==> config.mk <==
export PLATFORM = sky130hd
export DESIGN_NAME = chan_access_timing
export DESIGN_NICKNAME = d
export VERILOG_FILES = /design/src/pkg/chan_timing_pkg.sv /design/src/design/backoff_engine.sv /design/src/design/chan_access_timing.sv
export VERILOG_INCLUDE_DIRS = /design/src /design/src/pkg
export SDC_FILE = /design/constraint.sdc
export NUM_CORES = 1
export LEC_CHECK = 0
export ABC_AREA = 1
export BUFFER_PORTS_ARGS = -buffer_cell sky130_fd_sc_hd__buf_2
export CAP_MARGIN = 15
export CORE_MARGIN = 2
export CORE_UTILIZATION = 45
export CTS_BUF_LIST = sky130_fd_sc_hd__clkbuf_8
export DETAILED_ROUTE_END_ITERATION = 6
export SLEW_MARGIN = 5
export SYNTH_ARGS = -nofsm -noshare
export SYNTH_HDL_FRONTEND = slang
export SYNTH_SLANG_ARGS = --single-unit
==> constraint.sdc <==
create_clock -name clk -period 3.2 [get_ports clk]
set_input_delay 0.64 -clock clk [delete_from_list [all_inputs] [get_ports clk]]
set_output_delay 0.64 -clock clk [all_outputs]
set_load 0.01 [all_outputs]
==> src/pkg/chan_timing_regs.svh <==
// Timing constants and widths of the channel-access timing core
`ifndef CHAN_TIMING_REGS_SVH
`define CHAN_TIMING_REGS_SVH
`define CLK_PERIOD_NS 4
`define SIFS_US 16
`define RIFS_US 2
`define SLOT_US 9
`define US_NS 1000
`define SIFS_CYC ((`SIFS_US * `US_NS + `CLK_PERIOD_NS - 1) / `CLK_PERIOD_NS)
`define RIFS_CYC ((`RIFS_US * `US_NS + `CLK_PERIOD_NS - 1) / `CLK_PERIOD_NS)
`define SLOT_CYC ((`SLOT_US * `US_NS + `CLK_PERIOD_NS - 1) / `CLK_PERIOD_NS)
`define US_CYC (`US_NS / `CLK_PERIOD_NS)
`define TMR_W 12
`define AC_NUM 4
`define BO_W 10
`define NAV_W 16
`define TSF_W 64
`define SLEEP_W 24
`define RST_ZERO 1'b0
`endif

==> src/pkg/chan_timing_pkg.sv <==
// Types shared by the channel-access timing core
`include "chan_timing_regs.svh"
package chan_timing_pkg;
  typedef enum logic [2:0] {TSF_NOP, TSF_LOAD, TSF_ADVANCE, TSF_SET_BEACON_TARGET_TIME, TSF_SET_UL, TSF_SET_DL} tsf_op_type;
  typedef enum logic [1:0] {PWR_AWAKE, PWR_SLEEP} pwr_state_type;
  typedef struct packed {
    logic                     load;
    logic [1:0]               ac;
    logic [`BO_W-1:0]         value;
  } bo_cmd_type;
  typedef struct packed {
    logic [`AC_NUM-1:0][1:0]  rank;
    logic                     use_rifs;
  } policy_type;
  typedef struct packed {
    tsf_op_type               op;
    logic [`TSF_W-1:0]        value;
  } tsf_cmd_type;
  typedef struct packed {
    logic                     update;
    logic [`NAV_W-1:0]        duration;
  } nav_cmd_type;
  typedef struct packed {
    logic                     load;
    logic                     enter;
    logic [`SLEEP_W-1:0]      count;
  } sleep_cmd_type;
  typedef struct packed {
    logic                     sched;
    logic                     response;
    logic [1:0]               ac;
  } tx_req_type;
endpackage : chan_timing_pkg

==> src/design/backoff_engine.sv <==
// One per-category backoff counter
`timescale 1ns/1ps
`include "chan_timing_regs.svh"
module backoff_engine (
  // Clock and reset
  input  wire logic                 clk,
  input  wire logic                 sys_rst,
  input  wire logic                 clk_en,
  // Load from the sequencer
  input  wire logic                 load,
  input  wire logic [`BO_W-1:0]     load_value,
  // Slot sampling
  input  wire logic                 slot_end,
  input  wire logic                 slot_idle,
  // State
  output logic      [`BO_W-1:0]     count_q,
  output logic                      zero_q
);
  always_ff @(posedge clk) begin
    if (sys_rst) begin
      count_q <= '0;
      zero_q  <= `RST_ZERO;
    end else if (clk_en) begin
      zero_q <= 1'b0;
      if (load) begin
        count_q <= load_value;
      end else if (slot_end && slot_idle && count_q != '0) begin
        count_q <= count_q - `BO_W'(1);
        zero_q  <= (count_q == `BO_W'(1));
      end
    end
  end
endmodule : backoff_engine

==> src/design/chan_access_timing.sv <==
// Channel-access timing core: spacing, backoff, virtual busy, sync timer, sleep
// Contract
// Spacing timers start when the PHY shows medium activity has ceased.
// One independent backoff engine per access category.
// Each backoff engine samples activity once per slot: count down or hold.
// Backoff reaching zero notifies the transmit engine.
// Simultaneous zeros: exactly one granted, by sequencer-programmed priority.
// Spacing timers give a precise start trigger for responses and bursts.
// A scheduled frame starts only on the spacing or backoff trigger.
// Power-save gates the MAC main clock off.
// Slow-clock sleep timer sets suspend time; sequencer loads it first.
// Sleep expiry re-enables the MAC clock and function.
// Sequencer advances the sync timer by the slept time after waking.
// Sync timer loads a received timestamp on sequencer command.
// A beacon target time is kept beside the sync timer.
// Trigger pulses when the sync timer reaches programmed offsets.
// Virtual busy timer updated from received duration fields.
// Virtual busy state feeds the spacing unit as carrier sense.
// Backoff decrements after each fully idle slot, else holds.
// Virtual busy counts down, only larger values replace it.
`timescale 1ns/1ps
`include "chan_timing_regs.svh"
module chan_access_timing (
  // Clock and reset
  input  wire logic                          clk,
  input  wire logic                          sys_rst,
  input  wire logic                          clk_en,
  // PHY activity and slow clock pins
  input  wire logic                          phy_busy,
  input  wire logic                          slow_clk,
  // Sequencer control
  input  wire chan_timing_pkg::policy_type   policy,
  input  wire chan_timing_pkg::bo_cmd_type   bo_cmd,
  input  wire chan_timing_pkg::tsf_cmd_type  tsf_cmd,
  input  wire chan_timing_pkg::nav_cmd_type  nav_cmd,
  input  wire chan_timing_pkg::sleep_cmd_type sleep_cmd,
  // Transmit engine
  input  wire chan_timing_pkg::tx_req_type   tx_req,
  output logic                               tx_start,
  output logic      [1:0]                    tx_start_ac,
  output logic      [`AC_NUM-1:0]            bo_notify,
  output logic                               ifs_trig,
  // Status to the sequencer
  output logic      [`TSF_W-1:0]             tsf_time,
  output logic      [2:0]                    tsf_evt,
  output logic                               nav_busy,
  output logic      [`SLEEP_W-1:0]           slept_ticks,
  output logic                               wake_evt,
  // Clock gate of the MAC
  output logic                               mac_clk_en
);
  logic                     busy_m_q, busy_s_q, busy_p_q;
  logic                     lpo_m_q, lpo_s_q, lpo_p_q;
  logic [`NAV_W-1:0]        nav_q;
  logic [`TMR_W-1:0]        us_cnt_q, ifs_cnt_q, slot_cnt_q;
  logic                     ifs_run_q, ifs_done_q, slot_busy_q;
  logic [`AC_NUM-1:0]       zero_vec, notify_q;
  logic [`AC_NUM-1:0][`BO_W-1:0] bo_count;
  logic                     grant_q;
  logic [1:0]               grant_ac_q;
  logic                     sched_q, resp_q;
  logic [1:0]               sched_ac_q;
  logic                     start_q;
  logic [1:0]               start_ac_q;
  logic [`TSF_W-1:0]        tsf_q, beacon_target_time_q, ul_q, dl_q;
  logic [2:0]               evt_q;
  chan_timing_pkg::pwr_state_type pwr_q;
  logic [`SLEEP_W-1:0]      sleep_cnt_q, slept_q;
  logic                     wake_q;
  logic                     us_tick, lpo_tick, medium_idle, busy_fall, slot_end, slot_idle, trig_hit;
  logic [2:0]               win;
  logic [`TSF_W-1:0]        tsf_inc;
  logic                     tsf_step;

  // Lowest rank value wins; ties go to the lower category index
  function automatic logic [2:0] pick(input logic [`AC_NUM-1:0] req,
                                      input logic [`AC_NUM-1:0][1:0] rank);
    logic [2:0] best;
    best = 3'h4;
    for (int i = 0; i < `AC_NUM; i++) begin
      if (req[i] && (best[2] || rank[i] < rank[best[1:0]])) begin
        best = {1'b0, 2'(i)};
      end
    end
    return best;
  endfunction : pick

  // Two-stage synchronisers; third stage only for edge detection
  always_ff @(posedge clk) begin
    if (sys_rst) begin
      {busy_m_q, busy_s_q, busy_p_q} <= 3'h0;
      {lpo_m_q, lpo_s_q, lpo_p_q}    <= 3'h0;
    end else if (clk_en) begin
      {busy_m_q, busy_s_q, busy_p_q} <= {phy_busy, busy_m_q, busy_s_q};
      {lpo_m_q, lpo_s_q, lpo_p_q}    <= {slow_clk, lpo_m_q, lpo_s_q};
    end
  end

  assign lpo_tick    = lpo_s_q & ~lpo_p_q;
  assign us_tick     = (us_cnt_q == `TMR_W'(`US_CYC - 1));
  assign medium_idle = ~busy_s_q & ~nav_busy;
  assign busy_fall   = busy_p_q & ~busy_s_q;
  assign slot_end    = (slot_cnt_q == `TMR_W'(`SLOT_CYC - 1));
  assign slot_idle   = ifs_done_q & ~slot_busy_q & medium_idle;

  // Microsecond prescaler shared by sync and virtual busy timers
  always_ff @(posedge clk) begin
    if (sys_rst) begin
      us_cnt_q <= '0;
    end else if (clk_en) begin
      us_cnt_q <= us_tick ? '0 : us_cnt_q + `TMR_W'(1);
    end
  end

  // Virtual busy timer; a shorter new duration never truncates protection
  always_ff @(posedge clk) begin
    if (sys_rst) begin
      nav_q <= '0;
    end else if (clk_en) begin
      if (nav_cmd.update && nav_cmd.duration > nav_q) begin
        nav_q <= nav_cmd.duration;
      end else if (us_tick && nav_q != '0) begin
        nav_q <= nav_q - `NAV_W'(1);
      end
    end
  end
  assign nav_busy = (nav_q != '0);

  // Spacing timer: restarts on each end of physical activity
  always_ff @(posedge clk) begin
    if (sys_rst) begin
      ifs_run_q  <= 1'b0;
      ifs_done_q <= 1'b0;
      ifs_cnt_q  <= '0;
      ifs_trig   <= 1'b0;
    end else if (clk_en) begin
      ifs_trig <= 1'b0;
      if (!medium_idle) begin
        ifs_run_q  <= 1'b0;
        ifs_done_q <= 1'b0;
      end
      if (busy_fall) begin
        ifs_run_q <= 1'b1;
        ifs_cnt_q <= policy.use_rifs ? `TMR_W'(`RIFS_CYC - 1) : `TMR_W'(`SIFS_CYC - 1);
      end else if (ifs_run_q && medium_idle) begin
        if (ifs_cnt_q == '0) begin
          ifs_run_q  <= 1'b0;
          ifs_done_q <= 1'b1;
          ifs_trig   <= 1'b1;
        end else begin
          ifs_cnt_q <= ifs_cnt_q - `TMR_W'(1);
        end
      end
    end
  end

  // Slot clock; a slot counts as idle only if no activity was seen in it
  always_ff @(posedge clk) begin
    if (sys_rst) begin
      slot_cnt_q  <= '0;
      slot_busy_q <= 1'b0;
    end else if (clk_en) begin
      slot_cnt_q  <= slot_end ? '0 : slot_cnt_q + `TMR_W'(1);
      slot_busy_q <= slot_end ? 1'b0 : (slot_busy_q | ~medium_idle);
    end
  end

  for (genvar g = 0; g < `AC_NUM; g++) begin : g_bo
    backoff_engine u_bo (
      .clk        (clk),
      .sys_rst    (sys_rst),
      .clk_en     (clk_en),
      .load       (bo_cmd.load && bo_cmd.ac == 2'(g)),
      .load_value (bo_cmd.value),
      .slot_end   (slot_end),
      .slot_idle  (slot_idle),
      .count_q    (bo_count[g]),
      .zero_q     (zero_vec[g])
    );
  end

  // Notification and single grant among simultaneous zeros
  assign win = pick(zero_vec, policy.rank);
  always_ff @(posedge clk) begin
    if (sys_rst) begin
      notify_q   <= '0;
      grant_q    <= 1'b0;
      grant_ac_q <= 2'h0;
    end else if (clk_en) begin
      notify_q   <= zero_vec;
      grant_q    <= ~win[2];
      grant_ac_q <= win[1:0];
    end
  end
  assign bo_notify = notify_q;

  // Scheduled frame waits for its timing trigger
  assign trig_hit = resp_q ? ifs_trig : (grant_q && grant_ac_q == sched_ac_q);
  always_ff @(posedge clk) begin
    if (sys_rst) begin
      sched_q    <= 1'b0;
      resp_q     <= 1'b0;
      sched_ac_q <= 2'h0;
      start_q    <= 1'b0;
      start_ac_q <= 2'h0;
    end else if (clk_en) begin
      start_q <= 1'b0;
      if (tx_req.sched) begin
        sched_q    <= 1'b1;
        resp_q     <= tx_req.response;
        sched_ac_q <= tx_req.ac;
      end else if (sched_q && trig_hit) begin
        sched_q    <= 1'b0;
        start_q    <= 1'b1;
        start_ac_q <= sched_ac_q;
      end
    end
  end
  assign tx_start    = start_q;
  assign tx_start_ac = start_ac_q;

  // Sync timer, beacon target and offset triggers
  assign tsf_inc  = tsf_q + `TSF_W'(1);
  assign tsf_step = us_tick && tsf_cmd.op != chan_timing_pkg::TSF_LOAD && tsf_cmd.op != chan_timing_pkg::TSF_ADVANCE;
  always_ff @(posedge clk) begin
    if (sys_rst) begin
      tsf_q  <= '0;
      beacon_target_time_q <= '0;
      ul_q   <= '0;
      dl_q   <= '0;
      evt_q  <= 3'h0;
    end else if (clk_en) begin
      // Compare the value being entered, so the pulse coincides with the timer showing it
      evt_q <= tsf_step ? {tsf_inc == dl_q, tsf_inc == ul_q, tsf_inc == beacon_target_time_q} : 3'h0;
      case (tsf_cmd.op)
        chan_timing_pkg::TSF_LOAD:     tsf_q <= tsf_cmd.value;
        chan_timing_pkg::TSF_ADVANCE:  tsf_q <= tsf_q + tsf_cmd.value;
        chan_timing_pkg::TSF_SET_BEACON_TARGET_TIME: beacon_target_time_q <= tsf_cmd.value;
        chan_timing_pkg::TSF_SET_UL:   ul_q <= tsf_cmd.value;
        chan_timing_pkg::TSF_SET_DL:   dl_q <= tsf_cmd.value;
        default: ;
      endcase
      if (tsf_step) begin
        tsf_q <= tsf_inc;
      end
    end
  end
  assign tsf_time = tsf_q;
  assign tsf_evt  = evt_q;

  // Power save: MAC clock off until the slow-clock count runs out
  always_ff @(posedge clk) begin
    if (sys_rst) begin
      pwr_q       <= chan_timing_pkg::PWR_AWAKE;
      sleep_cnt_q <= '0;
      slept_q     <= '0;
      wake_q      <= 1'b0;
    end else if (clk_en) begin
      wake_q <= 1'b0;
      case (pwr_q)
        chan_timing_pkg::PWR_AWAKE: begin
          if (sleep_cmd.load) begin
            sleep_cnt_q <= sleep_cmd.count;
          end else if (sleep_cmd.enter && sleep_cnt_q != '0) begin
            pwr_q   <= chan_timing_pkg::PWR_SLEEP;
            slept_q <= '0;
          end
        end
        chan_timing_pkg::PWR_SLEEP: begin
          if (lpo_tick) begin
            slept_q     <= slept_q + `SLEEP_W'(1);
            sleep_cnt_q <= sleep_cnt_q - `SLEEP_W'(1);
            if (sleep_cnt_q == `SLEEP_W'(1)) begin
              pwr_q  <= chan_timing_pkg::PWR_AWAKE;
              wake_q <= 1'b1;
            end
          end
        end
        default: pwr_q <= chan_timing_pkg::PWR_AWAKE;
      endcase
    end
  end
  assign mac_clk_en  = (pwr_q == chan_timing_pkg::PWR_AWAKE);
  assign wake_evt    = wake_q;
  assign slept_ticks = slept_q;
endmodule : chan_access_timing

==> results.toml, run 1 <==
[outcome]
run_status = "finished, final reports clean"

[pwr]
switching_share_pct = 33.1
total_power_uw = 14900
p_clk_share_pct = 39.1
power.net_switching_uw = 4930
combinationalPowerShare_pct = 22.2
leakage_uw = 0.0162
internal_power_uw = 9940
vdd.ir_drop.worst_v = 0.000375
p_seq_share_pct = 38.7
p_per_area_nw_per_um2 = 415

[cells_and_area]
layout.cells.non_filler = 6157
layout_commonest_cell = "nand2_1"
syn2layout_area_growth_pct = 21.3
most-common-layout-cells = "nand2_1, nor2_1, inv_1, o21ai_0, a21oi_1"
final_layout_size_suffix_gt1_share_pct = 15.9
fill_cells = 6640
finalInstanceArea_sq_um = 35800
fin_nets = 5482

[setup_path]
crit_arrival_ps = 3690
worstReg2RegStart = "tsf_time[25]$_SDFFE_PP0P_"
path_cells = "buf_4 > nand2_1 > buf_4 > nor2_1 > nand2_1 > nor2_1 > buf_4 > nand3_1 > nand2_2 > nand2_1 > nand2_1 > nand3_1 > nor2_1 > nand2_1 > nor2_4 > nand3_1 > nor2_1 > nand3_1 > a21oi_1"
crit_path_frequent_cell = "nand2_1"
rr_worst_depth = 19
critPathCaptureType = "register"
r2r_slack_ps = 120
cp_slowest_cell = "dfxtp_1"
path_buf_inv = 3
cp_data_required_time_ps = 3820
cp_max_fo = 4
critPathMaxStageDelay_ps = 410
r2r_end = "tsf_evt[0]$_SDFFE_PP0P_"
crit_family = "simple AND/OR/NAND/NOR gates"
path_class = "reg2reg"
start_kind = "register"

[placed_design]
io_buffer_count = 242
place_congestion = 1.05
dp_hpwl_mm = 95.1
dpl.cell_count = 6009
postPlaceCellArea_sq_um = 33900

[sta]
rsz0062_at_grt = "false"
min_period_over_period_pct = 96.1
slew_headroom_pct = 51.6
fin_setup_tns_ps = 0
setup_violations = 0
slew_violations = 0
worst_slew_pin_slew_ps = 726
hold_viol = 0
fin_skew_ps = 37.9
fmax_ghz = 0.325
period_minus_slack_ps = 3080

[routing]
vias_per_cell = 5.51
ant_nets = 0
routedWlPerCell_um = 19.9
drc = 0
vias = 33900
first_iter_violations = 3575
dr.pass1.iters = 6
drt_wl_total_mm = 123

[cts]
htree_levels = 3
root_buffer = "clkbuf_8"
clock_latency_ps = 700
clock-sinks = 429
clockBufferDepth = 3
cts_tree = "yes"
clk_pin_slew_ps = 60
numCtsBuffers = 83
cts-hold-fix-buffers = 0

[global_route]
grt_pass1_wl_mm = 184
overflow = 0
antenna_found_initial = 3
grt_pass1_vias = 31100
grt_use_total_pct = 35.5
grt_max_degree = 80

[hold_path]
holdPathStages = 3
hold-path-endpoint = "busy_m_q$_SDFFE_PP0P_"
holdCritPathClass = "in2reg"
hold_start = "phy_busy"

[floorplanning]
die-area_sq_um = 67700
core_sq_um = 64700
start_util_pct = 45.6
die_width_um = 260
die_y_um = 260
ioPinCount = 243
row_count = 93

[synth]
synth_compound_area_share_pct = 21.2
yosysSeqAreaShare_pct = 29.1
syn_inst = 4726
syn_avg_cell_area_sq_um = 6.25
synth_cell_types = 56
syn-num-nets = 4968
ys.flop_type = "dfxtp_1"
synth-edff-count = 0
synthesis.area_sq_um = 29500
synth_top_family_by_area = "simple AND/OR/NAND/NOR gates"
synth-simple-area-share_pct = 31.7
yosysWarningCount = 0
synthMuxAreaShare_pct = 0.0382
synth-async-reset-ratio_pct = 0
yosys.area_share.adder_pct = 4.31
ys_seq_elements = 429
yosys.area_share.xor_xnor_pct = 4.46

[flow_run]
maxCapViolCount = 0
worst max path at each step:
stage / from / endpoint / cells past startpoint
floorplan: policy[2] / grant_ac_q[0]$_SDFFE_PP0P_ / 20
global placement: tsf_cmd[3] / tsf_time[57]$_SDFFE_PP0P_ / 14
detailed placement: tsf_cmd[3] / tsf_time[57]$_SDFFE_PP0P_ / 14
CTS: tsf_time[0]$_SDFFE_PP0P_ / tsf_time[57]$_SDFFE_PP0P_ / 15
global route: tsf_time[4]$_SDFFE_PP0P_ / tsf_evt[2]$_SDFFE_PP0P_ / 17
finish: tsf_time[25]$_SDFFE_PP0P_ / tsf_evt[0]$_SDFFE_PP0P_ / 19
routing by layer:
metal  global-route usage, %  routed length [um]  vias up
li1                        -                   -    16800
met1                    47.6               53600    15500
met2                    55.4               53100     1373
met3                    6.22                9830      261
met4                    16.0                6240        0
met5                       0                   0        -
final cells by class:
type | count | area [sq um] | area share (%)
tap | 855 | 1070 | 2.99
clock buffer | 109 | 1500 | 4.19
timing repair buffer | 589 | 3960 | 11.0
inverter | 549 | 2070 | 5.78
multi-input combinational | 3588 | 18400 | 51.4
sequential | 429 | 8590 | 24.0
antenna | 2 | 5.00 | 0.0140
clock inverter | 36 | 224 | 0.626
power by group through the flow:
stage               clock, uW  sequential, uW  combinational, uW
finish                   5820            5750               3290
global route             6120            5780               3630
CTS                      5900            5750               3220
detailed placement          0            5860               3200
global placement            0            5860               3190
floorplan                   0            5850               1920
state kept, by name, indices dropped and copies added, names as in the netlist, 2 cells and up:
register              count
ifs_cnt_q                12
sleep_cnt_q              24
dl_q                     64
g_bo.u_bo.count_q        40
slept_ticks              24
nav_q                    16
g_bo.u_bo.zero_q          4
tx_start_ac               2
ul_q                     64
sched_ac_q                2
grant_ac_q                2
bo_notify                 4
slot_cnt_q               12
tsf_time                 64
us_cnt_q                 12
tsf_evt                   3
beacon_target_time_q     64
cells in the mapped netlist, drive strengths merged (4+ instances only):
library cell | instances | share of area [%]
a21o | 10 | 0.25
nand3b | 31 | 0.79
nor3b | 8 | 0.20
nor3 | 79 | 1.4
buf | 21 | 0.40
xnor2 | 28 | 0.83
clkinv | 4 | 0.051
o21bai | 17 | 0.48
xnor3 | 9 | 0.69
or2 | 26 | 0.55
nand3 | 325 | 5.6
o21ai | 522 | 8.9
dfxtp | 429 | 29
a21oi | 455 | 7.7
clkbuf | 139 | 1.8
nand4 | 70 | 1.5
xor2 | 99 | 2.9
a211oi | 30 | 0.76
ha | 100 | 4.2
o211ai | 17 | 0.43
inv | 545 | 6.9
a311oi | 6 | 0.18
o21a | 7 | 0.18
nor2 | 690 | 9.2
nor4 | 19 | 0.40
nand2 | 936 | 12
a31oi | 65 | 1.4
a221oi | 16 | 0.47
worst min-delay path: stages:
cell	delay [ps]
buf_2	80
nor2_1	50
nor2_1	80
cells by family (layout without fill, tap and decap cells):
| logic type | after synthesis | in the layout |
|---|---|---|
| AND/OR/NAND/NOR | 2187 | 2187 |
| AO/OA/AOI/OAI | 1163 | 1163 |
| buffers and inverters | 709 | 1283 |
| flip-flops | 429 | 429 |
| XOR/XNOR | 136 | 136 |
| adder cells (fa/ha/maj) | 101 | 101 |
| multiplexers | 1 | 1 |
| other | 0 | 2 |
repair_timing:
action | 4_1_cts | 5_1_grt
gates resized for setup | 3 | 35
pin swaps | 0 | 4
buffers inserted | 0 | 1
endpoints found under the setup margin | 3 | 9
per-stage QoR:
step / hold slack [ps] / util, % / setup slack [ps]
after floorplan: 422 / - / 504
after global placement: 437 / 52.5 / -194
after detailed placement: 442 / 52.5 / -233
after CTS: 174 / 55.1 / 16.8
after global routing: 196 / 55.3 / 1.10
final: 207 / 55.3 / 123
Power figures use the tool's default switching activity.
==> run 2: changes to the inputs <==
==> constraint.sdc (replaced) <==
create_clock -name clk -period 2.9 [get_ports clk]
set_input_delay 0.58 -clock clk [delete_from_list [all_inputs] [get_ports clk]]
set_output_delay 0.58 -clock clk [all_outputs]
set_load 0.01 [all_outputs]
==> run 2 against run 1 <==
Net effect:
- non-clock buffer count is 232 higher
- cell count is 3.9% higher
- sequential power is 10% higher
- total power is 13% higher
- largest power group unchanged
==> results.toml, run 2 (synthesis gave the netlist of run 1 again) <==
[outcome]
run_status = "finished, final reports clean"

[floorplanning]
start_util_pct = 45.6
row_count = 93
die_y_um = 260
die-area_sq_um = 67700
die_width_um = 260
ioPinCount = 243
core_sq_um = 64700

[global_route]
grt_max_degree = 73
grt_pass1_vias = 32100
antenna_found_initial = 7
overflow = 0
grt_pass1_wl_mm = 185
grt_use_total_pct = 35.7

[cells_and_area]
regArea_sq_um = 8620
layout_commonest_cell = "nand2_1"
fin_nets = 5715
finalInstanceArea_sq_um = 38100
fill_cells = 6626
multi_input_area_sq_um = 18800
final_layout_size_suffix_gt1_share_pct = 21.7
syn2layout_area_growth_pct = 29.0
most-common-layout-cells = "nand2_1, nor2_1, buf_4, inv_1, o21ai_0"

[setup_path]
worstReg2RegStart = "tsf_time[26]$_SDFFE_PP0P_"
cp_max_fo = 4
crit_arrival_ps = 3440
rr_worst_depth = 18
r2r_slack_ps = 70
critPathCaptureType = "register"
cp_data_required_time_ps = 3520
r2r_end = "tsf_evt[2]$_SDFFE_PP0P_"
path_class = "reg2reg"
start_kind = "register"

[placed_design]
dpl_worst_slack_ps = -339
io_buffer_count = 242
dp_hpwl_mm = 95.5
postPlaceCellArea_sq_um = 35500
place_congestion = 1.02

[sta]
fmax_ghz = 0.354
setup_violations = 0
fin_skew_ps = 40.1
rsz0062_at_grt = "true"
worst_slew_pin_slew_ps = 784
layout_setup_ws_ps = 72.8
hold_viol = 0
slew_headroom_pct = 47.7
period_minus_slack_ps = 2830
min_period_over_period_pct = 97.5
slew_violations = 0

[routing]
ant_nets = 0
vias_per_cell = 5.43
drc = 0
routedWlPerCell_um = 19.3
dr.pass1.iters = 6
first_iter_violations = 3387
drt_wl_total_mm = 123
vias = 34800

[cts]
cts-hold-fix-buffers = 0
clock_latency_ps = 710
root_buffer = "clkbuf_8"
clk_pin_slew_ps = 60
htree_levels = 3
numCtsBuffers = 84
clock-sinks = 429
clockBufferDepth = 3
cts_tree = "yes"

[hold_path]
hold-path-endpoint = "sched_ac_q[1]$_SDFFE_PP0P_"
hold_start = "tx_req[1]"
holdPathStages = 3
holdCritPathClass = "in2reg"

[flow_run]
maxCapViolCount = 0

[pwr]
p_per_area_nw_per_um2 = 441
vdd.ir_drop.worst_v = 0.000439
leakage_uw = 0.0175
run 2: critical path, stage by stage (launching register included):
cell	delay, ps
dfxtp_4	400
nand2_1	90
buf_4	140
nor2_1	130
nand2_1	150
nor2_1	160
buf_4	160
and2_1	200
nand2_1	70
nand2_1	80
nand2_1	110
nand2_1	80
nand3_1	150
nor2_1	170
nand4_1	170
nor2_1	150
buf_4	130
nand2_2	50
a21oi_2	120
run 2: layout make-up:
cell class	instances	share of cell area (%)
diodes	3	0.0197
clock buffers	109	3.94
clock inverters	45	0.726
inverters	549	5.44
multi-input cells	3588	49.3
flip-flops and latches	429	22.6
well taps	855	2.81
repair buffers	821	15.1
run 2: timing repair:
item / in CTS / in global routing
setup endpoints to repair: 12 / 41
pin swaps: 8 / 38
buffers inserted: 9 / 13
gates resized for setup: 24 / 181
run 2: worst max path at each step:
stage,startpoint,endpoint,slack (ps),depth (start not counted)
6_report,tsf_time[26]$_SDFFE_PP0P_,tsf_evt[2]$_SDFFE_PP0P_,70,18
5_1_grt,tsf_time[23]$_SDFFE_PP0P_,tsf_evt[1]$_SDFFE_PP0P_,-50,16
4_1_cts,tsf_time[1]$_SDFFE_PP0P_,tsf_evt[2]$_SDFFE_PP0P_,-30,21
3_5_place_dp,tsf_cmd[0],tsf_time[40]$_SDFFE_PP0P_,-340,16
3_3_place_gp,tsf_cmd[8],tsf_time[57]$_SDFFE_PP0P_,-220,12
2_1_floorplan,policy[2],grant_ac_q[0]$_SDFFE_PP0P_,260,20
run 2: report_power, final:
part	switching (uW)	leakage [uW]	internal, uW
sequential	207	0.00350	6140
combinational	2410	0.0130	1530
clock	2960	0.00102	3560
total	5570	0.0175	11200
run 2: layer usage:
metal | part of all wire, % | track usage [%]
met4 | 4.9 | 15.6
met3 | 8.3 | 6.34
met1 | 43 | 47.4
met5 | 0.023 | 0
met2 | 44 | 56.7
run 2: metrics by stage:
| step | std cells | total power (uW) | util (%) | TNS [ps] | hold slack [ps] |
|---|---|---|---|---|---|
| 3_5_place_dp | 6220 | 10200 | 54.9 | -3630 | 441 |
| 5_1_grt | 6398 | 17600 | 58.9 | -224 | 116 |
| 2_1_floorplan | 4726 | 8580 | - | 0 | 422 |
| 4_1_cts | 6383 | 16800 | 57.9 | -27.3 | 99.4 |
| 3_3_place_gp | 6220 | 10200 | 54.9 | -2690 | 435 |
| 6_report | 6399 | 16800 | 58.9 | 0 | 143 |
